**src/pkg/slot_port_pkg.sv**
```systemverilog
`default_nettype none
package slot_port_pkg;
	// register byte offsets, one aligned 32-bit word each
	localparam logic [4:0] OFS_CTRL = 5'h00;
	localparam logic [4:0] OFS_STATUS = 5'h04;
	localparam logic [4:0] OFS_TX_SLOT = 5'h08;
	localparam logic [4:0] OFS_RX_SLOT = 5'h0c;
	localparam logic [4:0] OFS_TX_IC = 5'h10;
	localparam logic [4:0] OFS_RX_IC = 5'h14;
	localparam logic [4:0] OFS_IRQ_STAT = 5'h18;
	localparam logic [4:0] OFS_IRQ_MASK = 5'h1c;
	// control bits
	localparam int CTRL_EN = 0;
	localparam int CTRL_REV = 1;
	localparam logic [1:0] CTRL_RST = 2'h0;
	// status bits
	localparam int STAT_MODE = 0;
	localparam int STAT_ADDR = 1;
	localparam int STAT_TWIN = 4;
	localparam int STAT_LOCK = 5;
	// interrupt bits
	localparam int IRQ_W = 4;
	localparam int IRQ_SLOT = 0;
	localparam int IRQ_IC = 1;
	localparam int IRQ_FRAME = 2;
	localparam int IRQ_LOST = 3;
	localparam logic [IRQ_W-1:0] IRQ_RST = 4'h0;
	// frame timing in kHz; half-bits per frame follow from the two rates
	localparam int FRAME_KHZ = 8;
	localparam int TE_DCL_KHZ = 1536;
	localparam int NTE_DCL_KHZ = 4096;
	localparam logic [9:0] TE_HB = 10'(TE_DCL_KHZ / FRAME_KHZ);
	localparam logic [9:0] NTE_HB = 10'(NTE_DCL_KHZ / FRAME_KHZ);
	localparam logic [9:0] HB_INIT = 10'h3ff;
	// slot layout in bit positions
	localparam int WORD_BITS = 16;
	localparam logic [8:0] IC_BASE = 9'h020;
	localparam logic [8:0] TWIN_OFS = 9'h010;
	// system clock and sync-loss watchdog
	localparam int MCLK_KHZ = 200000;
	localparam int FRAME_CYC = MCLK_KHZ / FRAME_KHZ;
	localparam int LOSS_FRAMES = 2;
	localparam logic [15:0] WORD_RST = 16'h0000;
	typedef enum logic [1:0] {
		ST_IDLE = 2'b00,
		ST_HUNT = 2'b01,
		ST_RUN = 2'b11
	} link_state_t;
endpackage
`default_nettype wire

```
**src/rtl/slot_port.sv**
```systemverilog
// Functional notes
// - shift bits on bit clock, down and up
// - data-down line released unless transmitting
// - data-up line released outside own slot and, without reversal, the terminal control channel
// - terminal reversal sends control channel downstream
// - terminal reversal receives control channel upstream
// - mode strap zero terminal, one line card
// - three address straps pick one slot
// - line card twin pick splits shared slot
// - reset clears every internal register but the half-bit counter, data-line drive values and waitrequest, which load ones
// - interrupt pin pulls low, else released
// - all timing taken from upstream party
// - frame rate 8 kHz in both modes
`timescale 1ns/100ps
`default_nettype none
module slot_port #(
	parameter int SYNC_LOSS_CYC = slot_port_pkg::LOSS_FRAMES *
		slot_port_pkg::FRAME_CYC // watchdog span in system clocks
) (
	input wire logic MCLK_I, // 200 MHz system clock
	input wire logic RESETN_I, // synchronous reset, active low
	input wire logic CE_I, // clock enable, freezes all state when low
	input wire logic [4:0] AVS_ADDRESS_I, // byte address
	input wire logic AVS_READ_I, // read request
	input wire logic AVS_WRITE_I, // write request
	input wire logic [31:0] AVS_WRITEDATA_I, // write data
	output logic [31:0] AVS_READDATA_O, // read data
	output logic AVS_WAITREQUEST_O, // high while request not yet served
	input wire logic FSC_I, // frame sync pin
	input wire logic DCL_I, // bit clock pin
	input wire logic DD_I, // data-down pin level
	output logic DD_O, // data-down drive value
	output logic DD_OE_O, // data-down drive enable
	input wire logic DU_I, // data-up pin level
	output logic DU_O, // data-up drive value
	output logic DU_OE_O, // data-up drive enable
	input wire logic BUS_MODE_STRAP_I, // 0 terminal, 1 line card
	input wire logic SLOT_ADDR_BIT0_I, // slot address bit 0
	input wire logic SLOT_ADDR_BIT1_I, // slot address bit 1
	input wire logic SLOT_ADDR_BIT2_I, // slot address bit 2
	input wire logic TWIN_DEVICE_PICK_I, // 0 first, 1 second device
	input wire logic INTERRUPT_OUT_LOW_I, // interrupt wire level, unused
	output logic INTERRUPT_OUT_LOW_O, // interrupt drive value, always 0
	output logic INTERRUPT_OUT_LOW_OE_O // interrupt drive enable
);
	localparam int NSYNC = 9; // pins passing the synchroniser
	logic [NSYNC-1:0] pin_raw; // raw pin vector
	logic [NSYNC-1:0] meta_r; // first stage, read only by second
	logic [NSYNC-1:0] sync_r; // second stage, safe to use
	logic dcl_q_r; // previous synced bit clock
	logic fsc_q_r; // previous synced frame sync
	logic dcl_rise, dcl_fall, fsc_rise; // edge events
	logic dcl_s, fsc_s, dd_s, du_s, nte, twin; // synced pins
	logic [2:0] addr; // synced slot address
	slot_port_pkg::link_state_t state_r, state_nxt; // link state
	logic [1:0] ctrl_r; // enable and reversal
	logic [15:0] tx_slot_r, tx_ic_r; // words to send
	logic [15:0] rx_slot_r, rx_ic_r; // words received
	logic [15:0] rx_slot_sh_r, rx_ic_sh_r; // receive shifters
	logic [slot_port_pkg::IRQ_W-1:0] irq_stat_r, irq_mask_r; // sticky, mask
	logic [slot_port_pkg::IRQ_W-1:0] irq_set; // events this cycle
	logic [9:0] hb_cnt_r, hb_nxt; // half-bit counter and its next value
	logic [9:0] hb_len; // half-bits per frame for the mode
	logic [15:0] to_cnt_r; // watchdog since last frame sync
	logic [8:0] slot_base; // own slot first bit
	logic [4:0] own_hit_n, ic_hit_n; // hit and offset at drive point
	logic [4:0] own_hit_s, ic_hit_s; // hit and offset at sample point
	logic te_rev; // terminal mode with reversal
	logic run, in_frame_n, in_frame_s; // qualifiers
	logic samp, ic_samp, ic_src; // sample strobes and source
	logic own_samp; // own-slot sample, yields to the control channel
	logic word_end; // closing fall of the last bit of a word
	logic bus_req, bus_go; // bus request, bus action edge
	logic timeout; // watchdog expired

	// hit test: in-window flag on top, bit offset below
	function automatic logic [4:0] slot_hit(input logic [8:0] idx,
		input logic [8:0] base);
		logic [8:0] diff;
		diff = idx - base;
		slot_hit = {diff < 9'(slot_port_pkg::WORD_BITS), diff[3:0]};
	endfunction

	assign pin_raw = {TWIN_DEVICE_PICK_I, SLOT_ADDR_BIT2_I, SLOT_ADDR_BIT1_I,
		SLOT_ADDR_BIT0_I, BUS_MODE_STRAP_I, DU_I, DD_I, FSC_I, DCL_I};

	// two flops per pin; the bit clock is sampled like any other pin
	generate
		for (genvar g = 0; g < NSYNC; g++) begin : g_sync
			always_ff @(posedge MCLK_I) begin
				if (!RESETN_I) begin
					meta_r[g] <= 1'b0;
					sync_r[g] <= 1'b0;
				end else if (CE_I) begin
					meta_r[g] <= pin_raw[g];
					sync_r[g] <= meta_r[g];
				end
			end
		end
	endgenerate

	assign {twin, addr, nte, du_s, dd_s, fsc_s, dcl_s} = sync_r;

	// edge history of the synced clocks
	always_ff @(posedge MCLK_I) begin
		if (!RESETN_I) begin
			dcl_q_r <= 1'b0;
			fsc_q_r <= 1'b0;
		end else if (CE_I) begin
			dcl_q_r <= dcl_s;
			fsc_q_r <= fsc_s;
		end
	end

	// a stopped low bit clock simply yields no edges
	assign dcl_rise = dcl_s & ~dcl_q_r;
	assign dcl_fall = ~dcl_s & dcl_q_r;
	assign fsc_rise = fsc_s & ~fsc_q_r;
	assign run = (state_r == slot_port_pkg::ST_RUN);
	assign hb_len = nte ? slot_port_pkg::NTE_HB : slot_port_pkg::TE_HB;
	assign te_rev = ~nte & ctrl_r[slot_port_pkg::CTRL_REV];
	// own slot: channel by address, upper half for the second twin in line card mode
	assign slot_base = {1'b0, addr, 5'h00} +
		((nte & twin) ? slot_port_pkg::TWIN_OFS : 9'h000);
	// coincident sync and clock edge: that edge is already bit 0
	assign hb_nxt = fsc_rise ? 10'h000 : hb_cnt_r + 10'h001;
	assign in_frame_n = hb_nxt < hb_len;
	assign in_frame_s = hb_cnt_r < hb_len;
	assign own_hit_n = slot_hit(hb_nxt[9:1], slot_base);
	assign ic_hit_n = slot_hit(hb_nxt[9:1], slot_port_pkg::IC_BASE);
	assign own_hit_s = slot_hit(hb_cnt_r[9:1], slot_base);
	assign ic_hit_s = slot_hit(hb_cnt_r[9:1], slot_port_pkg::IC_BASE);
	// sample on the falling edge closing the second half of a bit
	assign samp = run & dcl_fall & hb_cnt_r[0] & in_frame_s;
	assign ic_samp = samp & ~nte & ic_hit_s[4];
	// in terminal mode the control channel owns a colliding slot
	assign own_samp = samp & own_hit_s[4] & ~(~nte & ic_hit_s[4]);
	// words are 16-bit aligned, so offset 15 ends every one of them
	assign word_end = dcl_fall & hb_cnt_r[0] & (hb_cnt_r[4:1] == 4'hf);
	assign ic_src = te_rev ? du_s : dd_s;
	assign timeout = to_cnt_r == 16'(SYNC_LOSS_CYC - 1);

	// half-bit counter, restarted by each frame sync edge
	always_ff @(posedge MCLK_I) begin
		if (!RESETN_I) begin
			hb_cnt_r <= slot_port_pkg::HB_INIT;
		end else if (CE_I) begin
			if (dcl_rise) begin
				hb_cnt_r <= hb_nxt;
			end else if (fsc_rise) begin
				hb_cnt_r <= slot_port_pkg::HB_INIT;
			end
		end
	end

	// watchdog: two frames without sync means the upstream has gone
	always_ff @(posedge MCLK_I) begin
		if (!RESETN_I) begin
			to_cnt_r <= 16'h0000;
		end else if (CE_I) begin
			if (fsc_rise || !run || timeout) begin
				to_cnt_r <= 16'h0000;
			end else begin
				to_cnt_r <= to_cnt_r + 16'h0001;
			end
		end
	end

	// link state: drive only once frame sync has been seen
	always_comb begin
		state_nxt = state_r;
		case (state_r)
			slot_port_pkg::ST_IDLE: begin
				if (ctrl_r[slot_port_pkg::CTRL_EN]) begin
					state_nxt = slot_port_pkg::ST_HUNT;
				end
			end
			slot_port_pkg::ST_HUNT: begin
				if (!ctrl_r[slot_port_pkg::CTRL_EN]) begin
					state_nxt = slot_port_pkg::ST_IDLE;
				end else if (fsc_rise) begin
					state_nxt = slot_port_pkg::ST_RUN;
				end
			end
			slot_port_pkg::ST_RUN: begin
				if (!ctrl_r[slot_port_pkg::CTRL_EN]) begin
					state_nxt = slot_port_pkg::ST_IDLE;
				end else if (timeout && !fsc_rise) begin
					state_nxt = slot_port_pkg::ST_HUNT;
				end
			end
			default: begin
				state_nxt = slot_port_pkg::ST_IDLE;
			end
		endcase
	end

	always_ff @(posedge MCLK_I) begin
		if (!RESETN_I) begin
			state_r <= slot_port_pkg::ST_IDLE;
		end else if (CE_I) begin
			state_r <= state_nxt;
		end
	end

	// drive values change only on rising bit clock; enables also drop at word end and when not running
	always_ff @(posedge MCLK_I) begin
		if (!RESETN_I) begin
			DU_O <= 1'b1;
			DU_OE_O <= 1'b0;
			DD_O <= 1'b1;
			DD_OE_O <= 1'b0;
		end else if (CE_I) begin
			if (!run) begin
				DU_OE_O <= 1'b0;
				DD_OE_O <= 1'b0;
			end else if (dcl_rise) begin
				// control channel has priority over a colliding own slot
				if (!nte && ic_hit_n[4] && in_frame_n) begin
					DU_OE_O <= ~te_rev;
					DD_OE_O <= te_rev;
					DU_O <= tx_ic_r[4'hf - ic_hit_n[3:0]];
					DD_O <= tx_ic_r[4'hf - ic_hit_n[3:0]];
				end else if (own_hit_n[4] && in_frame_n) begin
					DU_OE_O <= 1'b1;
					DD_OE_O <= 1'b0;
					DU_O <= tx_slot_r[4'hf - own_hit_n[3:0]];
				end else begin
					DU_OE_O <= 1'b0;
					DD_OE_O <= 1'b0;
				end
			end else if (word_end) begin
				// let go now: the bit clock may stop and never rise again
				DU_OE_O <= 1'b0;
				DD_OE_O <= 1'b0;
			end
		end
	end

	// receive shifters, msb first; commit on the last bit of a word
	always_ff @(posedge MCLK_I) begin
		if (!RESETN_I) begin
			rx_slot_sh_r <= slot_port_pkg::WORD_RST;
			rx_ic_sh_r <= slot_port_pkg::WORD_RST;
			rx_slot_r <= slot_port_pkg::WORD_RST;
			rx_ic_r <= slot_port_pkg::WORD_RST;
		end else if (CE_I) begin
			if (own_samp) begin
				rx_slot_sh_r <= {rx_slot_sh_r[14:0], dd_s};
				if (own_hit_s[3:0] == 4'hf) begin
					rx_slot_r <= {rx_slot_sh_r[14:0], dd_s};
				end
			end
			if (ic_samp) begin
				rx_ic_sh_r <= {rx_ic_sh_r[14:0], ic_src};
				if (ic_hit_s[3:0] == 4'hf) begin
					rx_ic_r <= {rx_ic_sh_r[14:0], ic_src};
				end
			end
		end
	end

	assign irq_set = {run & timeout & ~fsc_rise, run & fsc_rise,
		ic_samp & (ic_hit_s[3:0] == 4'hf),
		own_samp & (own_hit_s[3:0] == 4'hf)};
	assign bus_req = AVS_READ_I | AVS_WRITE_I;
	assign bus_go = bus_req & ~AVS_WAITREQUEST_O;

	// one wait state, then the request is served at the next edge
	always_ff @(posedge MCLK_I) begin
		if (!RESETN_I) begin
			AVS_WAITREQUEST_O <= 1'b1;
		end else if (CE_I) begin
			AVS_WAITREQUEST_O <= ~(bus_req & AVS_WAITREQUEST_O);
		end
	end

	// read data registered in the wait cycle; unmapped reads give zero
	always_ff @(posedge MCLK_I) begin
		if (!RESETN_I) begin
			AVS_READDATA_O <= 32'h00000000;
		end else if (CE_I && AVS_READ_I && AVS_WAITREQUEST_O) begin
			case ({AVS_ADDRESS_I[4:2], 2'b00})
				slot_port_pkg::OFS_CTRL: AVS_READDATA_O <= {30'h0, ctrl_r};
				slot_port_pkg::OFS_STATUS: begin
					AVS_READDATA_O <= {26'h0, run, twin, addr, nte};
				end
				slot_port_pkg::OFS_TX_SLOT: AVS_READDATA_O <= {16'h0, tx_slot_r};
				slot_port_pkg::OFS_RX_SLOT: AVS_READDATA_O <= {16'h0, rx_slot_r};
				slot_port_pkg::OFS_TX_IC: AVS_READDATA_O <= {16'h0, tx_ic_r};
				slot_port_pkg::OFS_RX_IC: AVS_READDATA_O <= {16'h0, rx_ic_r};
				slot_port_pkg::OFS_IRQ_STAT: AVS_READDATA_O <= {28'h0, irq_stat_r};
				slot_port_pkg::OFS_IRQ_MASK: AVS_READDATA_O <= {28'h0, irq_mask_r};
				default: AVS_READDATA_O <= 32'h00000000;
			endcase
		end
	end

	// software registers, written at the edge that ends the wait
	always_ff @(posedge MCLK_I) begin
		if (!RESETN_I) begin
			ctrl_r <= slot_port_pkg::CTRL_RST;
			tx_slot_r <= slot_port_pkg::WORD_RST;
			tx_ic_r <= slot_port_pkg::WORD_RST;
			irq_mask_r <= slot_port_pkg::IRQ_RST;
		end else if (CE_I && bus_go && AVS_WRITE_I) begin
			case ({AVS_ADDRESS_I[4:2], 2'b00})
				slot_port_pkg::OFS_CTRL: ctrl_r <= AVS_WRITEDATA_I[1:0];
				slot_port_pkg::OFS_TX_SLOT: tx_slot_r <= AVS_WRITEDATA_I[15:0];
				slot_port_pkg::OFS_TX_IC: tx_ic_r <= AVS_WRITEDATA_I[15:0];
				slot_port_pkg::OFS_IRQ_MASK: begin
					irq_mask_r <= AVS_WRITEDATA_I[slot_port_pkg::IRQ_W-1:0];
				end
				default: begin
				end
			endcase
		end
	end

	// sticky status, write one to clear; a new event beats the clear
	always_ff @(posedge MCLK_I) begin
		if (!RESETN_I) begin
			irq_stat_r <= slot_port_pkg::IRQ_RST;
		end else if (CE_I) begin
			if (bus_go && AVS_WRITE_I &&
				{AVS_ADDRESS_I[4:2], 2'b00} == slot_port_pkg::OFS_IRQ_STAT) begin
				irq_stat_r <= (irq_stat_r &
					~AVS_WRITEDATA_I[slot_port_pkg::IRQ_W-1:0]) | irq_set;
			end else begin
				irq_stat_r <= irq_stat_r | irq_set;
			end
		end
	end

	// open-drain request: pull low while any unmasked bit is set
	always_ff @(posedge MCLK_I) begin
		if (!RESETN_I) begin
			INTERRUPT_OUT_LOW_O <= 1'b0;
			INTERRUPT_OUT_LOW_OE_O <= 1'b0;
		end else if (CE_I) begin
			INTERRUPT_OUT_LOW_O <= 1'b0;
			INTERRUPT_OUT_LOW_OE_O <= |(irq_stat_r & irq_mask_r);
		end
	end

	// checks on the driven side
	AST_DD_QUIET: assert property (@(posedge MCLK_I)
		disable iff (!RESETN_I) (CE_I && !run) |=> !DD_OE_O)
		else $error("data-down driven while idle");
	AST_DU_QUIET: assert property (@(posedge MCLK_I)
		disable iff (!RESETN_I) (CE_I && !run) |=> !DU_OE_O)
		else $error("data-up driven while idle");
	AST_DD_REV: assert property (@(posedge MCLK_I)
		disable iff (!RESETN_I) $rose(DD_OE_O) |-> $past(te_rev && ic_hit_n[4]))
		else $error("data-down driven without reversal");
	AST_IC_SRC: assert property (@(posedge MCLK_I)
		disable iff (!RESETN_I)
		(ic_samp && CE_I) |=> rx_ic_sh_r[0] == $past(te_rev ? du_s : dd_s))
		else $error("control channel taken from wrong line");
	AST_MODE_LEN: assert property (@(posedge MCLK_I)
		disable iff (!RESETN_I)
		(CE_I && !nte && hb_cnt_r >= slot_port_pkg::TE_HB &&
		hb_cnt_r != slot_port_pkg::HB_INIT) |-> !DU_OE_O && !DD_OE_O)
		else $error("driving past the terminal frame end");
	AST_OWN_SLOT: assert property (@(posedge MCLK_I)
		disable iff (!RESETN_I) $rose(DU_OE_O) |->
		$past(dcl_rise) && $past(own_hit_n[4] || ic_hit_n[4]))
		else $error("data-up driven outside own slot");
	AST_TWIN: assert property (@(posedge MCLK_I)
		disable iff (!RESETN_I)
		$rose(DU_OE_O) |-> hb_cnt_r[5:1] == ((nte && twin) ? 5'h10 : 5'h00))
		else $error("slot start ignores twin pick");
	AST_RESET: assert property (@(posedge MCLK_I)
		!RESETN_I |=> irq_stat_r == slot_port_pkg::IRQ_RST && ctrl_r ==
		slot_port_pkg::CTRL_RST && !DU_OE_O && !DD_OE_O && AVS_WAITREQUEST_O)
		else $error("reset left state behind");
	AST_IRQ_PIN: assert property (@(posedge MCLK_I)
		disable iff (!RESETN_I || !CE_I)
		(|(irq_stat_r & irq_mask_r)) |=> INTERRUPT_OUT_LOW_OE_O &&
		!INTERRUPT_OUT_LOW_O) else $error("interrupt not pulled low");
	AST_FSC_RESTART: assert property (@(posedge MCLK_I)
		disable iff (!RESETN_I)
		(CE_I && fsc_rise && !dcl_rise) |=> hb_cnt_r == slot_port_pkg::HB_INIT)
		else $error("counter not restarted on frame sync");
	AST_SHIFT_EDGE: assert property (@(posedge MCLK_I)
		disable iff (!RESETN_I) $changed(DU_O) |-> $past(dcl_rise))
		else $error("bit changed off clock");
	AST_SYNC_LOSS: assert property (@(posedge MCLK_I)
		disable iff (!RESETN_I)
		(CE_I && run && timeout && !fsc_rise && ctrl_r[slot_port_pkg::CTRL_EN])
		|=> state_r == slot_port_pkg::ST_HUNT &&
		irq_stat_r[slot_port_pkg::IRQ_LOST]) else $error("sync loss missed");
	AST_ONE_WAIT: assert property (@(posedge MCLK_I) disable iff (!RESETN_I)
		(CE_I && bus_req && AVS_WAITREQUEST_O) |=> !AVS_WAITREQUEST_O)
		else $error("bus answer late");
	COV_SLOT_WORD: cover property (@(posedge MCLK_I)
		irq_set[slot_port_pkg::IRQ_SLOT]);
	COV_REV_DRIVE: cover property (@(posedge MCLK_I) $rose(DD_OE_O));
	COV_IRQ: cover property (@(posedge MCLK_I) $rose(INTERRUPT_OUT_LOW_OE_O));
endmodule
`default_nettype wire

```
**config.mk**
```make
export PLATFORM = sky130hd
export DESIGN_NAME = slot_port
export DESIGN_NICKNAME = d
export VERILOG_FILES = /design/src/pkg/slot_port_pkg.sv /design/src/rtl/slot_port.sv
export SDC_FILE = /design/constraint.sdc
export NUM_CORES = 1
export LEC_CHECK = 0
export CORE_MARGIN = 2
export CORE_UTILIZATION = 57
export DETAILED_ROUTE_END_ITERATION = 8
export DONT_BUFFER_PORTS = 1
export HOLD_SLACK_MARGIN = 0.06
export MAX_ROUTING_LAYER = met4
export PLACE_DENSITY = 0.75
export SLEW_MARGIN = 20
export SYNTH_ARGS = -nofsm -noshare
export SYNTH_HDL_FRONTEND = slang
export SYNTH_SLANG_ARGS = --single-unit
```
**constraint.sdc**
```tcl
create_clock -name MCLK_I -period 3.3 [get_ports MCLK_I]
set_input_delay 0.66 -clock MCLK_I [delete_from_list [all_inputs] [get_ports MCLK_I]]
set_output_delay 0.66 -clock MCLK_I [all_outputs]
set_load 0.02 [all_outputs]
```
Word-level counts from Yosys, hierarchy flattened. Index checks and enable logic that the tools add are counted.

Flip-flop bits (word level): 190. Bits of input ports: 52.

$add $sub $neg: 9. $lt $le $gt $ge: 8. Equality and inequality tests: 17. Multiplexer cells: 29. Bitwise operators: 37. Reductions and logical operators: 33.

Operators with widths (number): $pmux 32 s8 (1); $mux 10 (4); $lt 9x5->1 const B (4); $and 1x1->1 (22); $lt 10x10->1 (2); $sub 9x6->9 const B (2); $sub 9x9->9 (2); $add 16x1->16 const B (1); $eq 16x16->1 const B (1); $mux 16 (1); $reduce_and 2->1 (8); $mux 1 (13); $eq 3x3->1 const B (4); $eq 4x4->1 const B (3); $reduce_and 4->1 (3); $add 10x1->10 const B (1); $logic_and 1x1->1 (10); $lt 4x5->1 const B (2); $mux 2 (5); $add 8x5->9 (1); $not 1->1 (9); $and 4x4->4 (2); $bmux 1 s4 (2); $or 4x4->4 (2); 20 further kinds (28).

Logic depth before layout (Yosys ltp). Gate-level depths: netlist of run 1.

Depth after elaboration: 10. Depth in mapped cells: 12. Depth with buffers taken out: 12.

Least setup slack after synthesis of run 1. Ideal clock, no wire load.

Path kind: reg-to-reg. From: register hb_cnt_r[0]. To: register DU_OE_O. Data arrival time: 3204 ps. Data required time: 3242 ps. Path slack: 38 ps. Stages on the path, launching flop included: 13. Buffers on the path: 0. Period minus slack after synthesis: 3262 ps. Path through: dfxtp_1 -> ha_1 -> nand4_1 -> or4_4 -> nand2_2 -> ha_1 -> nor2b_1 -> o21a_1 -> or4b_2 -> a31oi_1 -> o21ai_1 -> a2111oi_2 -> o21a_1.

Word-level cells in the longest chain between the ends: 9.

Ends and longest elaborated chain: from (decl) (line slot_port.sv:62) `logic [9:0] hb_cnt_r, hb_nxt;`; from (signal assigned) (line slot_port.sv:146) `hb_cnt_r <= slot_port_pkg::HB_INIT;`; from (signal assigned) (line slot_port.sv:149) `hb_cnt_r <= hb_nxt;`; from (signal assigned) (line slot_port.sv:151) `hb_cnt_r <= slot_port_pkg::HB_INIT;`; $add 10x1->10 (line slot_port.sv:126) `assign hb_nxt = fsc_rise ? 10'h000 : hb_cnt_r + 10'h001;`; $mux 10 (line slot_port.sv:126); $sub 9x9->9 or $sub 9x6->9 (tied branches) (line slot_port.sv:80) `diff = idx - base;`; $lt 9x5->1 (line slot_port.sv:81) `slot_hit = {diff < 9'(slot_port_pkg::WORD_BITS), diff[3:0]};`; $logic_and 1x1->1 (on tied branches) (line slot_port.sv:224, slot_port.sv:219); $mux 1 or $logic_and 1x1->1 (tied branches) (line slot_port.sv:224, slot_port.sv:219); $mux 1 (line slot_port.sv:219) `if (!nte && ic_hit_n[4] && in_frame_n) begin`; $mux 1 (line slot_port.sv:217) `end else if (dcl_rise) begin`; $mux 1 (line slot_port.sv:214) `if (!run) begin`; to (signal assigned) (line slot_port.sv:220) `DU_OE_O <= ~te_rev;`; to (decl) (line slot_port.sv:36) `output logic DU_OE_O,`.

Several ways; a longest one is shown, not always the timed one. A chain may end at the register's enable or synchronous reset.

Worst setup path in the final report of run 1.
From: register hb_cnt_r[1]. To: register DU_OE_O.

Same word-level chain as after synthesis.

==> results.md, run 1 <==
- CP Class: reg -> reg
- IO Port Bufs: 0
- Final Util: between 60% and 70%
- WP buf/inv: 1
- DR iter-0 viols: approximately 580
- Maxcap violations: 0
- Placed insts: about 1,100
- First-pass GRT wire length: slightly above 30,000 um
- Post-route ant nets: 0
- Synth Instances: approximately 900
- Pwr dens: slightly below 500 nW/um^2
- Worst-Skew Late Latency: approximately 0.43 ns
- Die W: about 120 um
- Clock slew at reported path FFs: about 0.070 ns
- Avg Inst Size Synth: around 8.9 um^2
- LEAKAGE: 3.32 nW
- Synthesized cell area: 8140 um^2
- Yosys cell types: approximately 70
- Dpl ws: -0.0218 ns
- Routed via count: roughly 6,500
- Initial antenna violation count: 1
- Finished Layout Cells: about 1,100
- Levels on crit path: 13
- Crit start category: flop
- DRC: 0
- CTS tree: built
- HPWL Detailed: between 10,000 and 15,000 um
- Crit-path slowest cell: or4b_4
- Peak per-stage delay on the critical path: 0.48 ns
- Fin crit share: 94.9%
- GPL Wtd Cong: 0.920
- CP arrival: around 3.5 ns
- Pre-antenna DRT Iters: 5
- VDD IR max: around 0.48 mV
- Number of fillers in the final layout: ~1,200
- Endpoints failing setup: 0
- Ranking of synthesized cells by area: dfxtp_1 (43%), mux2i_1 (15%), nor2_1 (6.4%)
- FFs w/ async S/R, synth: 0%
- Worst reg2reg path depth: 13
- H-tree depth: 4
- #FFs+latches synth: between 150 and 200
- Clock Tree Root: clkbuf_16
- Initial Util: slightly below 60%
- Yosys top cell by area: dfxtp_1
- HP Class: in -> reg
- Critical Path Fanout Max: 4
- Hold Crit Depth: 1
- Number of enable flip-flop cells after synthesis: 0
- Worst Slack Setup Final: 0.170 ns
- Final Skew: about 0.012 ns
- # IOs: 91
- Slew Limit Fails: 0
- Synth top area share: around 43%
- Most frequent cells after synthesis: dfxtp_1 (174), nor2_1 (138), mux2i_1 (122), nand2_1 (110), a21oi_1 (47)
- CP top delay family: compound AO/OA/AOI/OAI gates
- Unrepaired setup endpoints after global routing: false
- Cell mode on critical path: o21a_1
- Crit end category: flop
- Share of layout cells above drive strength 1: around 9%
- Most common cell in the synthesized netlist: dfxtp_1
- Area of the core: ~14,000 um^2
- Clock Path Buffers: 2
- Final Hold Slack: 0.300 ns
- Max Freq: 319 MHz
- Hold Buf Count CTS: 0
- Crit-path cells: ha_4 > nand4_1 > buf_4 > o211ai_1 > nand2_2 > ha_1 > nor2b_1 > o21a_1 > or4b_4 > a31oi_1 > o21ai_2 > a2111oi_4 > o21a_1
- Chip height: 124 um
- Top_reg_cell synth: dfxtp_1
- Final Hold Vio Count: 0
- Die ar.: around 15,000 um^2
- Vias in the first global route: about 6,000
- Num Clock Sinks: about 170
- CP required: 3.67 ns
- Total track usage: 26.9%
- Worst slew pin tran: about 0.79 ns
- Clock period minus worst slack: about 3.1 ns
- Status: finished clean
- CTS buffer count: 17
- Total Power: 4.42 mW
- Largest net degree at the start of global routing: 75
- Num rows: 43
- Final wirelength: approximately 20,000 um
- Grt ovf: 0
- Drt wl/cell: roughly 18 um
- Warnings, synthesis: 0
- Area grow syn2layout: 9.50%
- Sequential area share after synthesis: 42.8%
- Rel. slew slack: a little under half
- Number of vias per cell: 5.88
- Final #Nets: 976
[final timing paths]
path / slack (ns) / end / from
worst min register to register: 0.46 / tx_slot_r[1] / tx_slot_r[1]
worst max-delay path: 0.17 / DU_OE_O / hb_cnt_r[1]
worst max register to register: 0.17 / DU_OE_O / hb_cnt_r[1]
worst min-delay path: 0.30 / hb_cnt_r[6] / RESETN_I
[cell families after synthesis]
kind of cell	after synthesis	share of synthesized area, %
xor gates and xnor gates	19	2.04
other	1	0.0461
buffers and inverters	88	5.27
DFF	174	42.8
and+or+nand+nor	337	18.5
AOI/OAI and AO/OA	153	12.5
adders and majority gates	16	2.64
muxes	128	16.2
[metal layers]
layer	routed length (um)	track usage, %
met4	420	10.2
met2	9260	42.4
met1	8740	34.1
met3	1020	5.63
met5	0	-
[where the power goes]
group / internal, mW / switching, mW / total, mW
sequential: 2.13 / 0.0396 / 2.17
combinational: 0.133 / 0.208 / 0.341
clock: 1.07 / 0.850 / 1.91
[state kept, by name, summed over array words and instances, names as in the netlist, 10 cells and up]
name            count
AVS_READDATA_O     16
hb_cnt_r           10
rx_ic_r            16
rx_ic_sh_r         15
rx_slot_r          16
rx_slot_sh_r       15
to_cnt_r           16
tx_ic_r            16
tx_slot_r          16
[metrics by stage]
stage,setup TNS [ns],instance area (um^2)
floorplan,0,8200
global placement,0,8300
detailed placement,-0.0218,8300
CTS,0,8850
global route,0,8910
finish,0,8910
[worst register-to-register path: cells and delay by family (launching register included)]
kind / cells / cell delay (ns)
flops: 1 / 0.37
compound gates: 6 / 1.28
buf+inv: 1 / 0.19
fa+ha+maj: 2 / 0.39
simple gates: 4 / 0.85
[what timing repair did]
item | 4_1_cts | 5_1_grt
gates cloned | 0 | 0
pin swaps | 0 | 8
gates resized for setup | 1 | 9
setup buffers | 0 | 2
endpoints found under the hold margin | 0 | 0
setup endpoints to repair | 1 | 2
[area by class of cell]
type | instances | area (um^2) | share of cell area, %
Antenna cell | 1 | 2.50 | 0.0281
Clock buffer | 20 | 447 | 5.01
Clock inverter | 10 | 106 | 1.19
Inverter | 17 | 66.3 | 0.744
Multi-Input combinational cell | 670 | 4340 | 48.7
Sequential cell | 174 | 3490 | 39.1
Tap cell | 180 | 225 | 2.53
Timing Repair Buffer | 28 | 235 | 2.64
[cells in the final DEF, fill, tap and decap left out, types with 4 or more instances in the layout]
cell / n
dfxtp_1: 171
or3_1: 6
mux2i_1: 122
nand3_1: 17
clkbuf_16: 17
and3_1: 11
a2111oi_0: 8
nor3_1: 4
nand4_1: 6
conb_1: 17
buf_4: 26
xor2_1: 13
inv_1: 15
ha_1: 13
o221ai_1: 12
nand2_1: 110
a211oi_1: 12
or2_2: 4
xnor2_1: 6
nor2b_1: 8
and2_1: 6
a21oi_1: 47
nor4_1: 4
nor2_1: 138
a22oi_1: 5
o21ai_0: 29
o22ai_1: 8
(Power assumes the default switching activity.)
==> run 2: changes to the inputs <==
- CELL_PAD_IN_SITES_DETAIL_PLACEMENT: default -> 1
- CELL_PAD_IN_SITES_GLOBAL_PLACEMENT: default -> 1
- CORE_UTILIZATION: 57 -> 44
- GPL_ROUTABILITY_DRIVEN: default -> 0
- PLACE_DENSITY: 0.75 -> default
- PLACE_DENSITY_LB_ADDON: default -> 0.1
==> results.md, run 2 (synthesis results as in run 1) <==
- CP required: 3.68 ns
- Endpoints failing setup: 0
- LEAKAGE: around 3.4 nW
- Number of vias per cell: 5.67
- Clock Path Buffers: 2
- Status: finished, violations left
- Clock period minus worst slack: 3.24 ns
- CP Class: reg -> reg
- Slew Limit Fails: 0
- Final Hold Vio Count: 0
- Worst slew pin tran: 0.889 ns
- Maxcap violations: 0
- Num rows: roughly 50
- Die W: 140 um
- Initial antenna violation count: 0
- First-pass GRT wire length: between 30,000 and 40,000 um
- Worst-Skew Late Latency: between 0.4 and 0.5 ns
- H-tree depth: 4
- Routed via count: ~6,500
- # IOs: 91
- Drt wl/cell: between 15 and 20 um
- CP arrival: ~3.6 ns
- Initial Util: a little under half
- CP top delay family: simple AND/OR/NAND/NOR gates
- Pwr dens: ~520 nW/um^2
- Die ar.: 19,600 um^2
- Placed insts: around 1,100
- Finished Layout Cells: 1,149
- Area grow syn2layout: 11.5%
- Most frequent cells in the layout: dfxtp_1 (171), nor2_1 (138), mux2i_1 (122), nand2_1 (110), a21oi_1 (47)
- IO Port Bufs: 0
- Fin crit share: 98.1%
- Crit start category: flop
- HPWL Detailed: ~16,000 um
- Area of the core: 18,100 um^2
- WP buf/inv: 2
- Post-route ant nets: 0
- Finished Cell Area: approximately 9100 um^2
- Share of layout cells above drive strength 1: under 10%
- Crit-path cells: buf_4 > buf_4 > nand4_1 > nor4_2 > xnor2_1 > nor2_1 > ha_1 > o21a_1 > or4b_4 > a31oi_4 > o21ai_4 > a2111oi_4 > o21a_1
- HP Class: in -> reg
- VDD IR max: 0.340 mV
- Vias in the first global route: around 6,700
- Final Hold Slack: 0.288 ns
- Final Util: about half
- Critical Path Fanout Max: 4
- Failing checks: DRC
- Num Clock Sinks: ~170
- Final #Nets: slightly below 1,000
- Peak per-stage delay on the critical path: about 0.5 ns
- Final wirelength: 22,900 um
- Post-DP Area: 8330 um^2
- Final Skew: ~0.011 ns
- N_diodes: 0
- Crit end category: flop
- CTS tree: built
- Rel. slew slack: roughly two fifths
- Grt ovf: 0
- DRC: 2
- Largest net degree at the start of global routing: 87
- Clock slew at reported path FFs: 0.07 ns
- Clock Tree Root: clkbuf_16
- Crit-path slowest cell: or4b_4
- Chip height: ~140 um
- DR iter-0 viols: 304
- Total track usage: around 24%
- Commonest non-fill, non-tap cell in the layout: dfxtp_1
- Max Freq: between 300 and 400 MHz
- Pre-antenna DRT Iters: 8
- Total Power: 4.71 mW
- CTS buffer count: 17
[run 2: changes by cell type in the layout (fill, tap and decap cells not counted), moves of 2 or more]
cell / change
bufinv_16: +2
clkinv_4: -3
clkinvlp_4: +2
inv_8: +3
[run 2: path summary, 6_finish.rpt]
check	slack, ns	startpoint	end	depth (start not counted)
max reg2reg	0.06	hb_cnt_r[1]	DU_OE_O	13
max	0.06	hb_cnt_r[1]	DU_OE_O	13
min	0.29	RESETN_I	hb_cnt_r[9]	1
min reg2reg	0.47	tx_slot_r[1]	tx_slot_r[1]	2
[run 2: stage by stage]
step | TNS, ns | worst slack [ns]
2_1_floorplan | 0 | 0.0383
3_3_place_gp | 0 | 0.0788
3_5_place_dp | 0 | 0.00680
4_1_cts | 0 | 0.0154
5_1_grt | -0.174 | -0.133
6_report | 0 | 0.0617
[run 2: cell type report]
class | count | area (um^2)
clock inverters | 14 | 200
clock buffers | 18 | 429
multi-input cells | 670 | 4380
well taps | 229 | 287
fillers | 2092 | 9010
inverters | 17 | 66.3
flip-flops and latches | 174 | 3490
repair buffers | 27 | 228
[run 2: repair_timing]
item	CTS	global route
resized for setup	0	14
buffers inserted	1	4
setup endpoints to repair	1	2
pin swaps	2	7
hold buffers	0	0
[run 2: report_power, final]
group	internal [mW]	switching, mW
clock	1.23	0.933
combinational	0.151	0.234
sequential	2.13	0.0426
total	3.50	1.21
[run 2: routing by layer]
metal	track usage [%]	vias to the layer above	wire, um
li1	-	3160	-
met1	28.9	3202	10100
met2	40.6	128	11400
met3	5.71	27	1080
met4	7.23	0	365
met5	-	-	0
==> run 3: changes to the inputs <==
- CORE_UTILIZATION: 44 -> 52
- clock period: 3.3 -> 4.1 ns (I/O delays scaled with it)
==> results.md, run 3 (synthesis results as in run 1) <==
- Status: finished clean
- Storage element area: 3480 um^2
- Maxcap violations: 0
- Max Freq: ~270 MHz
- End of the critical path: DU_OE_O
- Unrepaired setup endpoints after global routing: false
- Total track usage: between 20% and 30%
- Most frequent cells in the layout: dfxtp_1 (174), nor2_1 (138), mux2i_1 (122), nand2_1 (110), a21oi_1 (47)
- Final wirelength: 22,900 um
- Worst-Skew Late Latency: about 0.43 ns
- Count of cells resized by post-cts repair: 0
- Crit end category: flop
- Worst slew pin tran: 1.03 ns
- Die W: approximately 130 um
- DRC: 0
- Worst r2r src: hb_cnt_r[0]
- Commonest non-fill, non-tap cell in the layout: dfxtp_1
- Critical Path Fanout Max: 7
- Total Power: about 3.6 mW
- First-pass GRT wire length: 36,500 um
- Routed via count: about 6,600
- CP required: 4.48 ns
- Crit-path cells: ha_1 > nand4_1 > or4_4 > nand2_2 > ha_1 > nor2b_1 > o21a_1 > or4b_2 > a31oi_1 > o21ai_1 > a2111oi_2 > o21a_1
- Pre-antenna DRT Iters: 4
- LEAKAGE: roughly 3.2 nW
- VDD IR max: around 0.31 mV
- CTS tree: built
- Rel. slew slack: a little under a third
- Number of vias per cell: between 5 and 6
- Area taken by multi-input logic gates: approximately 4300 um^2
- Final Skew: 0.0131 ns
- Initial Util: a little over half
- CTS buffer count: 17
- Peak per-stage delay on the critical path: 0.63 ns
- Clock period minus worst slack: between 3 and 4 ns
- Final #Nets: about 960
- Area grow syn2layout: 7.95%
- FF-to-FF setup slack: just under 0.4 ns
- H-tree depth: 4
- Worst R2R End: DU_OE_O
- Endpoints failing setup: 0
- Chip height: 129 um
- Final Util: around 58%
- Hold Buf Count CTS: 0
- Num Clock Sinks: between 150 and 200
- CP Class: reg -> reg
- Drt wl/cell: a little over 20 um
- HP Class: in -> reg
- Number of fillers in the final layout: 1,773
- # IOs: 91
- Final Hold Slack: roughly 0.45 ns
- HPWL Detailed: around 16,000 um
- Clock slew at reported path FFs: roughly 0.070 ns
- Num rows: 45
- Crit start category: flop
- Setup TNS Final: 0 ns
- Worst reg2reg path depth: 12
- N_diodes: 0
- Fin crit share: 90.5%
- Clock Path Buffers: 2
- DR iter-0 viols: roughly 470
- Area of the core: about 15,000 um^2
- Largest net degree at the start of global routing: between 100 and 150
- Share of layout cells above drive strength 1: 6.65%
- Final Hold Vio Count: 0
- CP Launch Point: hb_cnt_r[0]
- CP arrival: 4.09 ns
- Post-route ant nets: 0
- Initial antenna violation count: 0
- Slew Limit Fails: 0
- Vias in the first global route: slightly below 7,000
- Clock Tree Root: clkbuf_16
- Post-CTS Setup Inserts: 0
- Crit-path slowest cell: or4b_2
- Die ar.: 16,700 um^2
- IO Port Bufs: 0
- Pwr dens: a little over 400 nW/um^2
- Grt ovf: 0
[run 3: changes by cell type in the layout (fill, tap and decap cells not counted), moves of 2 or more]
| cell | delta |
|---|---|
| inv_8 | -3 |
| ha_4 | -2 |
| dfxtp_2 | -3 |
| ha_1 | +2 |
| buf_4 | -15 |
| dfxtp_1 | +3 |
[run 3: worst min path at each step]
stage                     slack, ns                 to  cells after the start          from
final                          0.45  AVS_WAITREQUEST_O                      1      RESETN_I
after CTS                      0.44        hb_cnt_r[1]                      1      RESETN_I
after global placement         0.45       tx_slot_r[1]                      2  tx_slot_r[1]
after detailed placement       0.46       tx_slot_r[4]                      2  tx_slot_r[4]
after global routing           0.44        hb_cnt_r[5]                      1      RESETN_I
after floorplan                0.44       tx_slot_r[1]                      2  tx_slot_r[1]
[run 3: final cells by class]
class,instances,share of cell area (%)
clock buffer,19,5.04
clock inverter,11,1.51
inverter,17,0.755
multi-input combinational,670,49.0
sequential,174,39.6
tap,211,3.00
timing repair buffer,11,1.08
[run 3: critical path: cells and delay by family (launching register included)]
kind            cells  cell delay [ns]
simple gates        5             1.59
fa+ha+maj           2             0.50
compound gates      5             1.13
flops               1             0.44
[run 3: stage by stage]
stage	area, um^2	setup WS, ns	cells
floorplan	8200	0.838	932
global placement	8210	0.590	1083
detailed placement	8210	0.466	1083
CTS	8790	0.443	1113
global route	8790	0.257	1113
finish	8790	0.391	1113
[run 3: metal layers]
layer	track usage [%]	up-vias	share of wire, %
li1	-	3120	-
met1	33.6	3230	42
met2	49.6	179	50
met5	-	-	0
met3	5.16	47	4.7
met4	12.3	0	3.2
[run 3: power breakdown]
group | leakage [nW] | total (mW) | switching, mW | internal, mW
Clock | 0.270 | 1.62 | 0.707 | 0.916
Combinational | 1.56 | 0.257 | 0.167 | 0.0902
Sequential | 1.41 | 1.75 | 0.0352 | 1.71
Total | 3.24 | 3.63 | 0.910 | 2.72
